File: src/rtl/spm_defines.svh
`ifndef SPM_DEFINES_SVH
`define SPM_DEFINES_SVH
// register offsets on the plain port
`define SPM_OFS_C1 3'h0
`define SPM_OFS_C2 3'h1
`define SPM_OFS_BR 3'h2
`define SPM_OFS_ST 3'h3
`define SPM_OFS_MH 3'h4
`define SPM_OFS_ML 3'h5
`define SPM_OFS_DH 3'h6
`define SPM_OFS_DL 3'h7
// control_one bit positions
`define SPM_C1_RXIE 7
`define SPM_C1_ON 6
`define SPM_C1_TXIE 5
`define SPM_C1_MASTER_SELECT_BIT 4
`define SPM_C1_CLOCK_POLARITY_BIT 3
`define SPM_C1_CLOCK_PHASE_BIT 2
`define SPM_C1_SELECT_OUTPUT_ENABLE 1
`define SPM_C1_LSBF 0
// control_two bit positions and implemented-bit mask
`define SPM_C2_MIE 7
`define SPM_C2_WIDE 6
`define SPM_C2_FEN 4
`define SPM_C2_DIR 3
`define SPM_C2_SWAI 1
`define SPM_C2_SPM 0
`define SPM_C2_MASK 8'hDB
// bit_rate fields and mask
`define SPM_BR_MASK 8'h77
`define SPM_BR_PRE 6:4
`define SPM_BR_RATE 2:0
// status bit positions
`define SPM_ST_RXF 7
`define SPM_ST_MTCH 6
`define SPM_ST_TXE 5
`define SPM_ST_MODE_FAULT_FLAG 4
// reset values
`define SPM_C1_RST 8'h00
`define SPM_C2_RST 8'h00
`define SPM_BR_RST 8'h00
`define SPM_MT_RST 8'h00
`define SPM_DATA_RST 16'h0000
// last edge index of a word (two edges per bit)
`define SPM_LAST_WIDE 5'h1F
`define SPM_LAST_NARROW 5'h0F
// divider width and unit step
`define SPM_DIV_ONE 10'h001
`define SPM_PRE_PAD 7'h00
`endif

File: src/rtl/spm_pkg.sv
package spm_pkg;
  // transfer engine phase
  typedef enum logic [1:0] {
    SPM_IDLE = 2'b00,
    SPM_MXFER = 2'b01,
    SPM_SXFER = 2'b10
  } spm_mode_t;

  // whole state of the main block
  typedef struct packed {
    logic [7:0] c1;
    logic [7:0] c2;
    logic [7:0] br;
    logic [7:0] mh;
    logic [7:0] ml;
    logic [15:0] txb;
    logic [15:0] rxb;
    logic [15:0] sh;
    logic [15:0] pend;
    logic [7:0] rdata;
    logic rxf;
    logic txe;
    logic mtch;
    logic mode_fault_flag;
    logic rx_arm;
    logic tx_arm;
    logic mode_fault_flag_arm;
    logic pend_v;
    logic straddle;
    logic src_buf;
    logic quiet;
    logic loaded;
    spm_mode_t mode;
    logic [4:0] ecnt;
    logic rbit;
    logic sclk_prev;
    logic sclk_o;
    logic sclk_oen;
    logic mosi_o;
    logic mosi_oen;
    logic miso_o;
    logic miso_oen;
    logic ss_o;
    logic ss_oen;
    logic irq;
  } spm_state_t;

  // state of the bit-rate divider
  typedef struct packed {
    logic [9:0] cnt;
    logic tick;
  } spm_baud_t;
endpackage

File: src/rtl/spm_baud.sv
`timescale 1ns/1ps
`include "spm_defines.svh"
// half-bit enable pulse for a master transfer
module spm_baud
  import spm_pkg::*;
(
  input wire logic clk,
  input wire logic rst_n,
  input wire logic run,
  input wire logic [2:0] prescale,
  input wire logic [2:0] rate,
  output logic tick
);
  spm_baud_t s_ff; // registered state
  spm_baud_t nxt_s; // next state
  logic [9:0] term; // last count of a half period

  // half period is (prescale+1)*2^rate, so a full bit is the divisor
  assign term = (({`SPM_PRE_PAD, prescale} + `SPM_DIV_ONE) << rate)
                - `SPM_DIV_ONE;

  // counter only runs during a master transfer to save power
  always_comb begin
    nxt_s = s_ff;
    nxt_s.tick = 1'b0;
    if (!run) begin
      nxt_s.cnt = '0;
    end else if (s_ff.cnt >= term) begin
      nxt_s.cnt = '0;
      nxt_s.tick = 1'b1;
    end else begin
      nxt_s.cnt = s_ff.cnt + `SPM_DIV_ONE;
    end
  end

  // state register
  always_ff @(posedge clk or negedge rst_n) begin
    if (!rst_n) begin
      s_ff <= '0;
    end else begin
      s_ff <= nxt_s;
    end
  end

  assign tick = s_ff.tick;
endmodule

File: src/rtl/spm_top.sv
// Added by the designer: strobed register access and the address map.
`timescale 1ns/1ps
`include "spm_defines.svh"
// What this block does
// - module off: core idle, registers accessible
// - stop-in-wait: master freezes, resumes after wait
// - slave keeps shifting while master clocks
// - slave in wait keeps same transmit source
// - low power: slave result deferred until exit
// - deferred result only if transfer straddled
// - light stop freezes master, slave stays synced
// - deep stop resets all registers
// - data reads return zero after reset
// - interrupt only while module on
// - each flag gated by its enable
// - mode fault aborts, clears master, holds irq
// - receive full after whole word copied
// - unserviced receive full discards later words
// - transmit empty after word moved to shifter
// - match flag compares narrow or wide word
// - match high ignored narrow; high byte wide
// - control one bit layout
// - control two bit layout
// - bit rate fields, reserved bits zero
// - status bit layout
// - status read then control write clears fault
// - divisor (prescale+1) times 2^(rate+1)
module spm_top
  import spm_pkg::*;
(
  input wire logic clk,
  input wire logic arst_n,
  input wire logic [2:0] reg_addr,
  input wire logic [7:0] reg_wdata,
  input wire logic reg_wr,
  input wire logic reg_rd,
  output logic [7:0] reg_rdata,
  input wire logic cpu_wait,
  input wire logic stop_light,
  input wire logic stop_deep,
  input wire logic serial_clock_in,
  output logic serial_clock_out,
  output logic serial_clock_oe_n,
  input wire logic mosi_in,
  output logic mosi_out,
  output logic mosi_oe_n,
  input wire logic miso_in,
  output logic miso_out,
  output logic miso_oe_n,
  input wire logic select_n_in,
  output logic select_n_out,
  output logic select_n_oe_n,
  output logic irq_out
);
  logic [1:0] rst_sync_ff; // reset release chain
  logic rst_n; // synchronised reset
  spm_state_t s_ff; // registered state
  spm_state_t nxt_s; // next state
  logic tick; // half-bit pulse from divider
  logic on, master, wide, lsb, clock_phase_bit, single, quiet, din, run;
  logic [4:0] last_e; // last edge index of this word size
  logic [15:0] word; // shifter after the current edge

  // shift one bit in, keeping unused high byte clear in narrow mode
  function automatic logic [15:0] shift_in(input logic [15:0] v,
      input logic b, input logic w, input logic l);
    logic [15:0] r;
    r = v;
    if (l) begin
      r = w ? {b, v[15:1]} : {8'h00, b, v[7:1]};
    end else begin
      r = w ? {v[14:0], b} : {8'h00, v[6:0], b};
    end
    return r;
  endfunction

  // bit presented on the data output
  function automatic logic out_bit(input logic [15:0] v, input logic w,
      input logic l);
    return l ? v[0] : (w ? v[15] : v[7]);
  endfunction

  // match test on a delivered word
  function automatic logic is_match(input logic [15:0] v,
      input logic [7:0] hi, input logic [7:0] lo, input logic w);
    return w ? (v == {hi, lo}) : (v[7:0] == lo);
  endfunction

  // reset picture of the whole block
  function automatic spm_state_t rst_state();
    spm_state_t r;
    r = '0;
    r.c1 = `SPM_C1_RST;
    r.c2 = `SPM_C2_RST;
    r.br = `SPM_BR_RST;
    r.mh = `SPM_MT_RST;
    r.ml = `SPM_MT_RST;
    r.rxb = `SPM_DATA_RST;
    r.txe = 1'b1;
    r.mode = SPM_IDLE;
    r.sclk_oen = 1'b1;
    r.mosi_oen = 1'b1;
    r.miso_oen = 1'b1;
    r.ss_o = 1'b1;
    r.ss_oen = 1'b1;
    return r;
  endfunction

  // reset is asserted at once but released on the clock
  always_ff @(posedge clk or negedge arst_n) begin
    if (!arst_n) begin
      rst_sync_ff <= 2'b00;
    end else begin
      rst_sync_ff <= {rst_sync_ff[0], 1'b1};
    end
  end
  assign rst_n = rst_sync_ff[1];

  // decoded control bits
  assign on = s_ff.c1[`SPM_C1_ON];
  assign master = s_ff.c1[`SPM_C1_MASTER_SELECT_BIT];
  assign clock_phase_bit = s_ff.c1[`SPM_C1_CLOCK_PHASE_BIT];
  assign lsb = s_ff.c1[`SPM_C1_LSBF];
  assign wide = s_ff.c2[`SPM_C2_WIDE];
  assign single = s_ff.c2[`SPM_C2_SPM];
  assign last_e = wide ? `SPM_LAST_WIDE : `SPM_LAST_NARROW;
  // light stop ignores stop-in-wait; wait only with it set
  assign quiet = (cpu_wait & s_ff.c2[`SPM_C2_SWAI])
                 | stop_light;
  // in single-pin mode one data pin carries both directions
  assign din = single ? (master ? mosi_in : miso_in)
                      : (master ? miso_in : mosi_in);
  assign run = on & (s_ff.mode == SPM_MXFER) & ~quiet;
  // a shift edge takes the bit sampled before it, since the far side may
  // already show the next bit; only the closing phase-one edge takes the pin
  assign word = shift_in(s_ff.sh, (clock_phase_bit & s_ff.ecnt[0]) ? din : s_ff.rbit,
                         wide, lsb);

  // master bit clock divider
  spm_baud u_baud (
    .clk(clk),
    .rst_n(rst_n),
    .run(run),
    .prescale(s_ff.br[`SPM_BR_PRE]),
    .rate(s_ff.br[`SPM_BR_RATE]),
    .tick(tick)
  );

  // registers, flags and the transfer engine
  always_comb begin
    logic edge_go, samp, done, reload;
    nxt_s = s_ff;
    edge_go = 1'b0;
    samp = 1'b0;
    done = 1'b0;
    reload = 1'b0;
    nxt_s.rdata = 8'h00;
    nxt_s.sclk_prev = serial_clock_in;
    nxt_s.quiet = quiet;

    // register writes; clears come first so a set below wins
    if (reg_wr) begin
      case (reg_addr)
        `SPM_OFS_C1: begin
          nxt_s.c1 = reg_wdata;
          if (s_ff.mode_fault_flag_arm) begin
            nxt_s.mode_fault_flag = 1'b0;
            nxt_s.mode_fault_flag_arm = 1'b0;
          end
        end
        `SPM_OFS_C2: nxt_s.c2 = reg_wdata & `SPM_C2_MASK;
        `SPM_OFS_BR: nxt_s.br = reg_wdata & `SPM_BR_MASK;
        `SPM_OFS_ST: begin
          if (reg_wdata[`SPM_ST_MTCH]) begin
            nxt_s.mtch = 1'b0; // write one to clear match
          end
        end
        `SPM_OFS_MH: begin
          if (wide) begin
            nxt_s.mh = reg_wdata;
          end
        end
        `SPM_OFS_ML: nxt_s.ml = reg_wdata;
        `SPM_OFS_DH: nxt_s.txb[15:8] = reg_wdata;
        `SPM_OFS_DL: begin
          nxt_s.txb[7:0] = reg_wdata;
          if (s_ff.tx_arm) begin
            nxt_s.txe = 1'b0;
            nxt_s.tx_arm = 1'b0;
          end
        end
        default: nxt_s.ml = s_ff.ml;
      endcase
    end

    // register reads; data stands one cycle later only
    if (reg_rd) begin
      case (reg_addr)
        `SPM_OFS_C1: nxt_s.rdata = s_ff.c1;
        `SPM_OFS_C2: nxt_s.rdata = s_ff.c2;
        `SPM_OFS_BR: nxt_s.rdata = s_ff.br;
        `SPM_OFS_ST: begin
          nxt_s.rdata = {s_ff.rxf, s_ff.mtch, s_ff.txe, s_ff.mode_fault_flag,
                         4'h0};
          nxt_s.rx_arm = s_ff.rxf;
          nxt_s.tx_arm = s_ff.txe;
          nxt_s.mode_fault_flag_arm = s_ff.mode_fault_flag;
        end
        `SPM_OFS_MH: nxt_s.rdata = s_ff.mh;
        `SPM_OFS_ML: nxt_s.rdata = s_ff.ml;
        `SPM_OFS_DH: nxt_s.rdata = s_ff.rxb[15:8];
        `SPM_OFS_DL: begin
          nxt_s.rdata = s_ff.rxb[7:0];
          if (s_ff.rx_arm) begin
            nxt_s.rxf = 1'b0;
            nxt_s.rx_arm = 1'b0;
          end
        end
        default: nxt_s.rdata = 8'h00;
      endcase
    end

    // low-power entry: note mid-transfer state and transmit source
    if (quiet && !s_ff.quiet) begin
      nxt_s.straddle = (s_ff.mode == SPM_SXFER) &&
                       (s_ff.ecnt != 5'h00);
      nxt_s.src_buf = s_ff.loaded;
    end
    // low-power exit: hand over a deferred word
    if (!quiet && s_ff.quiet) begin
      nxt_s.straddle = 1'b0;
      if (s_ff.pend_v) begin
        nxt_s.pend_v = 1'b0;
        if (!nxt_s.rxf) begin
          nxt_s.rxb = s_ff.pend;
          nxt_s.rxf = 1'b1;
          if (is_match(s_ff.pend, s_ff.mh, s_ff.ml, wide)) begin
            nxt_s.mtch = 1'b1;
          end
        end
      end
    end

    // edge detection: divider for a master, pin for a slave
    case (s_ff.mode)
      SPM_MXFER: edge_go = tick;
      SPM_SXFER: edge_go = serial_clock_in != s_ff.sclk_prev;
      default: edge_go = 1'b0;
    endcase
    samp = clock_phase_bit ? s_ff.ecnt[0] : ~s_ff.ecnt[0];

    // start of a transfer
    if (s_ff.mode == SPM_IDLE && on) begin
      if (master && !s_ff.txe && !s_ff.mode_fault_flag && !quiet) begin
        nxt_s.mode = SPM_MXFER;
        nxt_s.ecnt = 5'h00;
        nxt_s.sh = s_ff.txb;
        nxt_s.txe = 1'b1;
        nxt_s.loaded = 1'b1;
      end else if (!master && !select_n_in) begin
        nxt_s.mode = SPM_SXFER;
        nxt_s.ecnt = 5'h00;
        reload = 1'b1;
      end
    end else if (s_ff.mode == SPM_SXFER && select_n_in) begin
      nxt_s.mode = SPM_IDLE; // deselect drops a partial word
      nxt_s.ecnt = 5'h00;
    end else if (edge_go) begin
      nxt_s.ecnt = s_ff.ecnt + 5'h01;
      if (s_ff.mode == SPM_MXFER) begin
        nxt_s.sclk_o = ~s_ff.sclk_o;
      end
      if (samp) begin
        nxt_s.rbit = din;
        done = clock_phase_bit && (s_ff.ecnt == last_e);
      end else begin
        if (!clock_phase_bit || s_ff.ecnt != 5'h00) begin
          nxt_s.sh = word;
        end
        done = !clock_phase_bit && (s_ff.ecnt == last_e);
      end
    end

    // end of a word: deliver or defer, then pick next source
    if (done) begin
      nxt_s.ecnt = 5'h00;
      reload = 1'b1;
      if (s_ff.mode == SPM_SXFER && quiet) begin
        if (s_ff.straddle) begin
          nxt_s.pend = word;
          nxt_s.pend_v = 1'b1;
        end
        nxt_s.straddle = 1'b0;
      end else if (!nxt_s.rxf) begin
        nxt_s.rxb = word;
        nxt_s.rxf = 1'b1;
        if (is_match(word, s_ff.mh, s_ff.ml, wide)) begin
          nxt_s.mtch = 1'b1;
        end
      end // a full buffer drops the new word
      if (s_ff.mode == SPM_MXFER) begin
        nxt_s.mode = SPM_IDLE;
        nxt_s.sclk_o = s_ff.c1[`SPM_C1_CLOCK_POLARITY_BIT];
        reload = 1'b0; // master restarts through the idle path
      end else begin
        nxt_s.sh = word; // echo received word when nothing new
      end
    end

    // slave load: frozen source in low power, else buffer if filled
    if (reload) begin
      if (quiet) begin
        if (s_ff.src_buf) begin
          nxt_s.sh = s_ff.txb;
        end
      end else if (!nxt_s.txe) begin
        nxt_s.sh = s_ff.txb;
        nxt_s.txe = 1'b1;
        nxt_s.loaded = 1'b1;
      end else begin
        nxt_s.loaded = 1'b0;
      end
    end

    // mode fault: another master pulled select low
    if (on && master && nxt_s.c1[`SPM_C1_MASTER_SELECT_BIT] &&
        s_ff.c2[`SPM_C2_FEN] && !s_ff.c1[`SPM_C1_SELECT_OUTPUT_ENABLE] &&
        !select_n_in) begin
      nxt_s.mode_fault_flag = 1'b1;
      nxt_s.c1[`SPM_C1_MASTER_SELECT_BIT] = 1'b0;
      nxt_s.mode = SPM_IDLE;
      nxt_s.ecnt = 5'h00;
    end

    // module off: core idle but registers keep working
    if (!nxt_s.c1[`SPM_C1_ON]) begin
      nxt_s.mode = SPM_IDLE;
      nxt_s.ecnt = 5'h00;
    end
    if (nxt_s.mode == SPM_IDLE) begin
      nxt_s.sclk_o = nxt_s.c1[`SPM_C1_CLOCK_POLARITY_BIT];
    end

    // pin drive; fault keeps every output released
    begin
      logic m_drv, s_drv, pdir;
      m_drv = nxt_s.c1[`SPM_C1_ON] & nxt_s.c1[`SPM_C1_MASTER_SELECT_BIT] & ~nxt_s.mode_fault_flag;
      s_drv = nxt_s.c1[`SPM_C1_ON] & ~nxt_s.c1[`SPM_C1_MASTER_SELECT_BIT] &
              ~nxt_s.mode_fault_flag & ~select_n_in;
      pdir = ~nxt_s.c2[`SPM_C2_SPM] | nxt_s.c2[`SPM_C2_DIR];
      nxt_s.sclk_oen = ~m_drv;
      nxt_s.mosi_oen = ~(m_drv & pdir);
      nxt_s.miso_oen = ~(s_drv & pdir);
      nxt_s.mosi_o = out_bit(nxt_s.sh, nxt_s.c2[`SPM_C2_WIDE],
                             nxt_s.c1[`SPM_C1_LSBF]);
      nxt_s.miso_o = nxt_s.mosi_o;
      nxt_s.ss_oen = ~(m_drv & nxt_s.c1[`SPM_C1_SELECT_OUTPUT_ENABLE] &
                       nxt_s.c2[`SPM_C2_FEN]);
      nxt_s.ss_o = nxt_s.mode != SPM_MXFER;
    end

    // one shared request, only while the module is on
    nxt_s.irq = nxt_s.c1[`SPM_C1_ON] & (
      (nxt_s.c1[`SPM_C1_RXIE] & (nxt_s.rxf | nxt_s.mode_fault_flag)) |
      (nxt_s.c1[`SPM_C1_TXIE] & nxt_s.txe) |
      (nxt_s.c2[`SPM_C2_MIE] & nxt_s.mtch));

    // deep stop wipes everything back to reset values
    if (stop_deep) begin
      nxt_s = rst_state();
    end
  end

  // state register
  always_ff @(posedge clk or negedge rst_n) begin
    if (!rst_n) begin
      s_ff <= rst_state();
    end else begin
      s_ff <= nxt_s;
    end
  end

  // every output comes straight from the state register
  assign reg_rdata = s_ff.rdata;
  assign serial_clock_out = s_ff.sclk_o;
  assign serial_clock_oe_n = s_ff.sclk_oen;
  assign mosi_out = s_ff.mosi_o;
  assign mosi_oe_n = s_ff.mosi_oen;
  assign miso_out = s_ff.miso_o;
  assign miso_oe_n = s_ff.miso_oen;
  assign select_n_out = s_ff.ss_o;
  assign select_n_oe_n = s_ff.ss_oen;
  assign irq_out = s_ff.irq;
endmodule

File: config.mk
export PLATFORM = sky130hd
export DESIGN_NAME = spm_top
export DESIGN_NICKNAME = d
export VERILOG_FILES = /design/src/rtl/spm_pkg.sv /design/src/rtl/spm_baud.sv /design/src/rtl/spm_top.sv
export VERILOG_INCLUDE_DIRS = /design/src /design/src/rtl
export SDC_FILE = /design/constraint.sdc
export NUM_CORES = 1
export LEC_CHECK = 0
export BUFFER_PORTS_ARGS = -buffer_cell sky130_fd_sc_hd__buf_2
export CAP_MARGIN = 20
export CELL_PAD_IN_SITES_DETAIL_PLACEMENT = 1
export CELL_PAD_IN_SITES_GLOBAL_PLACEMENT = 2
export CORE_MARGIN = 2
export CORE_UTILIZATION = 40
export CTS_CLUSTER_DIAMETER = 100
export DETAILED_ROUTE_END_ITERATION = 10
export PLACE_DENSITY_LB_ADDON = 0.12
export SYNTH_ARGS = -nofsm -noshare
export SYNTH_HDL_FRONTEND = slang
export SYNTH_HIERARCHICAL = 1
export SYNTH_SLANG_ARGS = --single-unit
File: constraint.sdc
create_clock -name clk -period 5.5 [get_ports clk]
set_clock_uncertainty 0.1 [all_clocks]
set_input_delay 0.825 -clock clk [delete_from_list [all_inputs] [get_ports clk]]
set_output_delay 0.825 -clock clk [all_outputs]
set_load 0.02 [all_outputs]
# Word level (Yosys, flattened, before mapping)
# Index checks and enable logic that the tools add are counted.
[word_totals]
regBits = 155
latchBits = 0
ram_bits = 0
mem_bits_ro = 0
inputBits = 22
out_inout_bits = 17
wordCells = 279
mem_count = 0
[op_classes]
add_sub_neg = 4
n_mul = 0
div_mod_pow = 0
magnitude_cmp = 1
n_eq_ne = 20
n_shift = 1
muxes = 121
bitwise = 33
n_reduce_logical = 58
[op_table]
columns = ["cell", "n"]
rows = [
  ["16-bit two-way mux", 21],
  ["142-bit two-way mux", 1],
  ["1-bit two-way mux", 64],
  ["8-bit two-way mux", 8],
  ["8-bit case mux with 8 select lines", 1],
  ["56-bit two-way mux", 1],
  ["48-bit two-way mux", 1],
  ["7-bit two-way mux", 6],
  ["16-bit == test", 2],
  ["2-bit nonzero test", 16],
  ["10-bit two-way mux", 2],
  ["1-bit bitwise AND", 17],
  ["1-bit logical AND", 17],
  ["8-bit == test", 2],
  ["2-bit two-way mux", 8],
  ["2-bit AND reduction", 8],
  ["3-bit == test (second input constant)", 4],
  ["1-bit NOT", 11],
  ["10-bit by 1-bit adder with 10-bit output (second input constant)", 1],
  ["10-bit >= comparator", 1],
  ["5-bit two-way mux", 2],
  ["10-bit by 3-bit << shifter with 10-bit output", 1],
  ["10-bit by 1-bit subtractor with 10-bit output (second input constant)", 1],
  ["9-bit two-way mux", 1],
  ["24 further kinds", 41],
]

# Depth between registers and ports, before layout
[depth]
word_depth = 18
ltp_mapped = 15
depth_no_buf = 14

# By module
# Netlist, hierarchy kept.
[by_module_without_submodules]
columns = ["module", "n_inst", "cells_per_inst", "area_each_um2", "seq_area_each_um2"]
rows = [
  ["spm_top", 1, 853, 7915.1, 3485.8],
  ["spm_baud", 1, 149, 1206.2, 275.3],
]

# Worst setup path before layout
# No wires, ideal clock.
[synth_timing]
path_type = "register to register"
from = "register s_ff[122] in the netlist's numbering"
to = "register u_baud/s_ff[10] in the netlist's numbering"
setup_ns = 0.074
arrival_ns = 2.978
required_time_ns = 5.326
setup_slack_ns = 2.348
stages_incl_launch_ff = 13
n_path_buf = 0
period_less_slack_ns = 3.152
path_cell_list = "dfrtp_1 -> ha_1 -> xnor2_4 -> mux2i_4 -> a22o_1 -> nand4b_4 -> nor3_1 -> a31oi_1 -> ha_1 -> a2111o_1 -> a21oi_1 -> o21ai_1 -> nor2_1"
[synth_lines]
columns = ["element", "line_no", "rtl"]
rows = [
  ["start: declaration", "spm_top.sv:57", "spm_state_t s_ff;"],
  ["start signal: assignment", "spm_top.sv:377", "s_ff <= rst_state();"],
  ["start signal: assignment", "spm_top.sv:379", "s_ff <= nxt_s;"],
  ["end signal: assignment", "spm_baud.sv:41", "s_ff <= nxt_s;"],
  ["end: declaration", "spm_baud.sv:14", "spm_baud_t s_ff;"],
]

==> results.txt <==
Status = complete, no violations
GRT Total Usage = 0.251
Async set or reset register ratio after synthesis = 1.00
Final ANT Viol Nets = 0
Vias = 7479
Average size of a mapped cell = 9.10 µm²
Antenna cells = 0
Drt wl/cell = 22.7 µm
Final period utilization = 0.668
Gpl congestion = 0.827
Max cap viols = 0
Peak Freq = 272 MHz
Post-Synth Adder-Cell Area = 0.0261
Skew-Pair Late Insertion Delay = 0.44 ns
Synth warnings = 6
Simple-Gate Fraction of Synth Area = 0.199
Tmin final = 3.67 ns
Die boundary height = 155 µm
Post-CTS Setup Repair Bufs = 0
1st-pass router iterations = 5
CTS tree = yes
Drt initial violations = 531
Pwr dens = 260 nW/µm²
Final setup vio count = 0
Slew @ Worst Pin = 1.03 ns
DRC viols = 0
Setup Crit Path Kind = reg -> reg
Initial antenna violation count = 0
Post-CTS sizing = 0
Ys flop type = dfrtp_1
Max Buffers Root-to-Sink = 2
Cell Rows = 55
Non-Filler Instances = 1294
Final Util = 0.441
Post-DP HPWL = 20600 µm
Synth Register Bits = 150
Crit path capture type = flop
Commonest cells in the netlist = dfrtp_1, nor2_1, nand2_1
Core footprint = 22500 µm²
Global-route wire length before repair = 45900 µm
Synth Area in Compound Gates = 0.169
WL final = 29300 µm
Clock Pin Slew Worst Setup and Hold Paths = 0.07 ns
Post-synth EDFFs = 0
Clock sinks = 150
Main combinational cell family by area after synthesis = simple AND/OR/NAND/NOR gates
Hold Fails Final Rpt = 0
Worst hold path type = in -> async
Synth top area share = 0.395
Relative slew slack = 0.310
# IOs = 39
Cells after Synth = 1002
Final setup TNS = 0 ns
Max IR drop VDD = 0.000182 V
PortBufs = 38
LEAKAGE = 4.06 nW
Post-synth cell types = 88
Placed cell count = 1262
Initial Utilization = 0.405
XOR/XNOR share of the synthesized area = 0.0501
Layout Nets = 1037
H-tree level count = 4
Largest cells by area after synthesis = dfrtp_1, nor2_1, a21oi_1, nand2_1, xnor2_1
Syn-to-layout area delta = 8.83%
Vias in the first global route = 7550
Hold-fix buffers, CTS = 0
Unrepaired setup endpoints after global routing = no
Post-synthesis sequential area ratio = 0.412
Root buffer cell = clkbuf_16
Share of layout cells above drive strength 1 = 0.150
Largest net degree at the start of global routing = 69
Largest area contributor in the netlist = dfrtp_1
Crit Path Max Fanout = 11
CP Launch Type = flop
Avg Vias per Cell = 5.78
Max Slew Vio Count = 0
WP data required = 5.69 ns
CTS Buf Count = 17
Chip Width = 155 µm
DIE AREA = 24000 µm²
Worst endpoint data arrival time = 3.86 ns
Remaining Overflow, GRT = 0
Syn nets = 1043
Netlist Area Pre-Place = 9120 µm²
Mux cell area share after synthesis = 0.0833
flip-flops by register name (all words and copies together), names as in the netlist:
signal and count:
s_ff 117, u_baud/s_ff 10, reg_rdata 8, rst_sync_ff 2, clock_phase_bit 1, irq_out 1, lsb 1, master 1
miso_oe_n 1, miso_out 1, mosi_oe_n 1, on 1, select_n_oe_n 1, select_n_out 1, serial_clock_oe_n 1, serial_clock_out 1
u_baud/tick 1
worst max-delay path, stage by stage (launching register included):
cell       delay [ns]
dfrtp_1          0.50
ha_1             0.32
xnor2_4          0.23
mux2i_4          0.14
a22o_1           0.35
nand4b_4         0.25
a2111oi_4        0.35
a2bb2oi_1        0.23
ha_1             0.21
a2111o_1         0.11
a21oi_1          0.05
o21ai_1          0.59
nor2_1           0.11
layout make-up:
cell class	instances	area (µm²)
fillers	2589	12600
multi-input cells	755	4820
flip-flops and latches	150	3760
clock buffers	20	467
well taps	285	357
repair buffers	48	268
clock inverters	12	165
inverters	24	90.1
power by group:
part	switching, mW	internal (mW)	leakage [nW]	total [mW]
Clock	0.518	0.760	0.306	1.28
Sequential	0.0209	1.11	2.06	1.13
Combinational	0.119	0.0491	1.70	0.168
layer usage:
metal	vias up	wire length (µm)	GRT usage
met5	-	0	0
met4	0	391	0.0569
met3	28	1080	0.0357
met2	147	13600	0.399
met1	3773	14200	0.364
li1	3531	-	-
placed cells by master (no fill, tap or decap), types with 13 or more instances in the layout:
master     netlist  final
xnor2_1         40     40
mux2i_1         34     34
nor2_1         144    144
a21oi_1         97     97
dfrtp_1        144    143
o22ai_1         17     17
buf_2           10     37
nor2b_1         17     17
a31oi_1         13     13
a221oi_1        15     15
nand3_1         30     30
clkbuf_16        0     17
mux2_2          26     26
o21ai_0         27     27
a211oi_1        26     26
inv_1           24     24
ha_1            19     19
nand2_1        112    112
kinds of logic after synthesis:
family                     after synthesis
adders and majority gates               19
buffers and inverters                   97
AOI/OAI and AO/OA                      238
xor gates and xnor gates                50
muxes                                   66
and+or+nand+nor                        381
other                                    1
DFF                                    150
through the flow:
step                hold slack, ns  power [mW]  cell area, µm²  setup WS (ns)
CTS                         0.0432        2.61            9930           1.75
floorplan                    0.231        1.27            9120          0.922
detailed placement           0.238        1.32            9300           1.46
finish                      0.0569        2.58            9930           1.83
global route                0.0445        2.67            9930           1.51
global placement             0.242        1.32            9300           1.54
path summary, 6_finish.rpt:
kind / from / end / slack (ns) / cells after the start
worst max-delay path: s_ff[122]$_DFFE_PN0P_ / u_baud/s_ff[4]$_DFF_PN0_ / 1.83 / 12
worst min-delay path: arst_n / rst_sync_ff[1]$_DFF_PN0_ / 0.06 / 1
worst max register to register: s_ff[122]$_DFFE_PN0P_ / u_baud/s_ff[4]$_DFF_PN0_ / 1.83 / 12
worst min register to register: rst_sync_ff[0]$_DFF_PN0_ / rst_sync_ff[1]$_DFF_PN0_ / 0.26 / 0
max in group asynchronous: rst_sync_ff[1]$_DFF_PN0_ / s_ff[105]$_DFFE_PN0P_ / 3.82 / 1
min in group clk: rst_sync_ff[0]$_DFF_PN0_ / rst_sync_ff[1]$_DFF_PN0_ / 0.26 / 0
No activity file was read; power rests on OpenSTA's default activity.
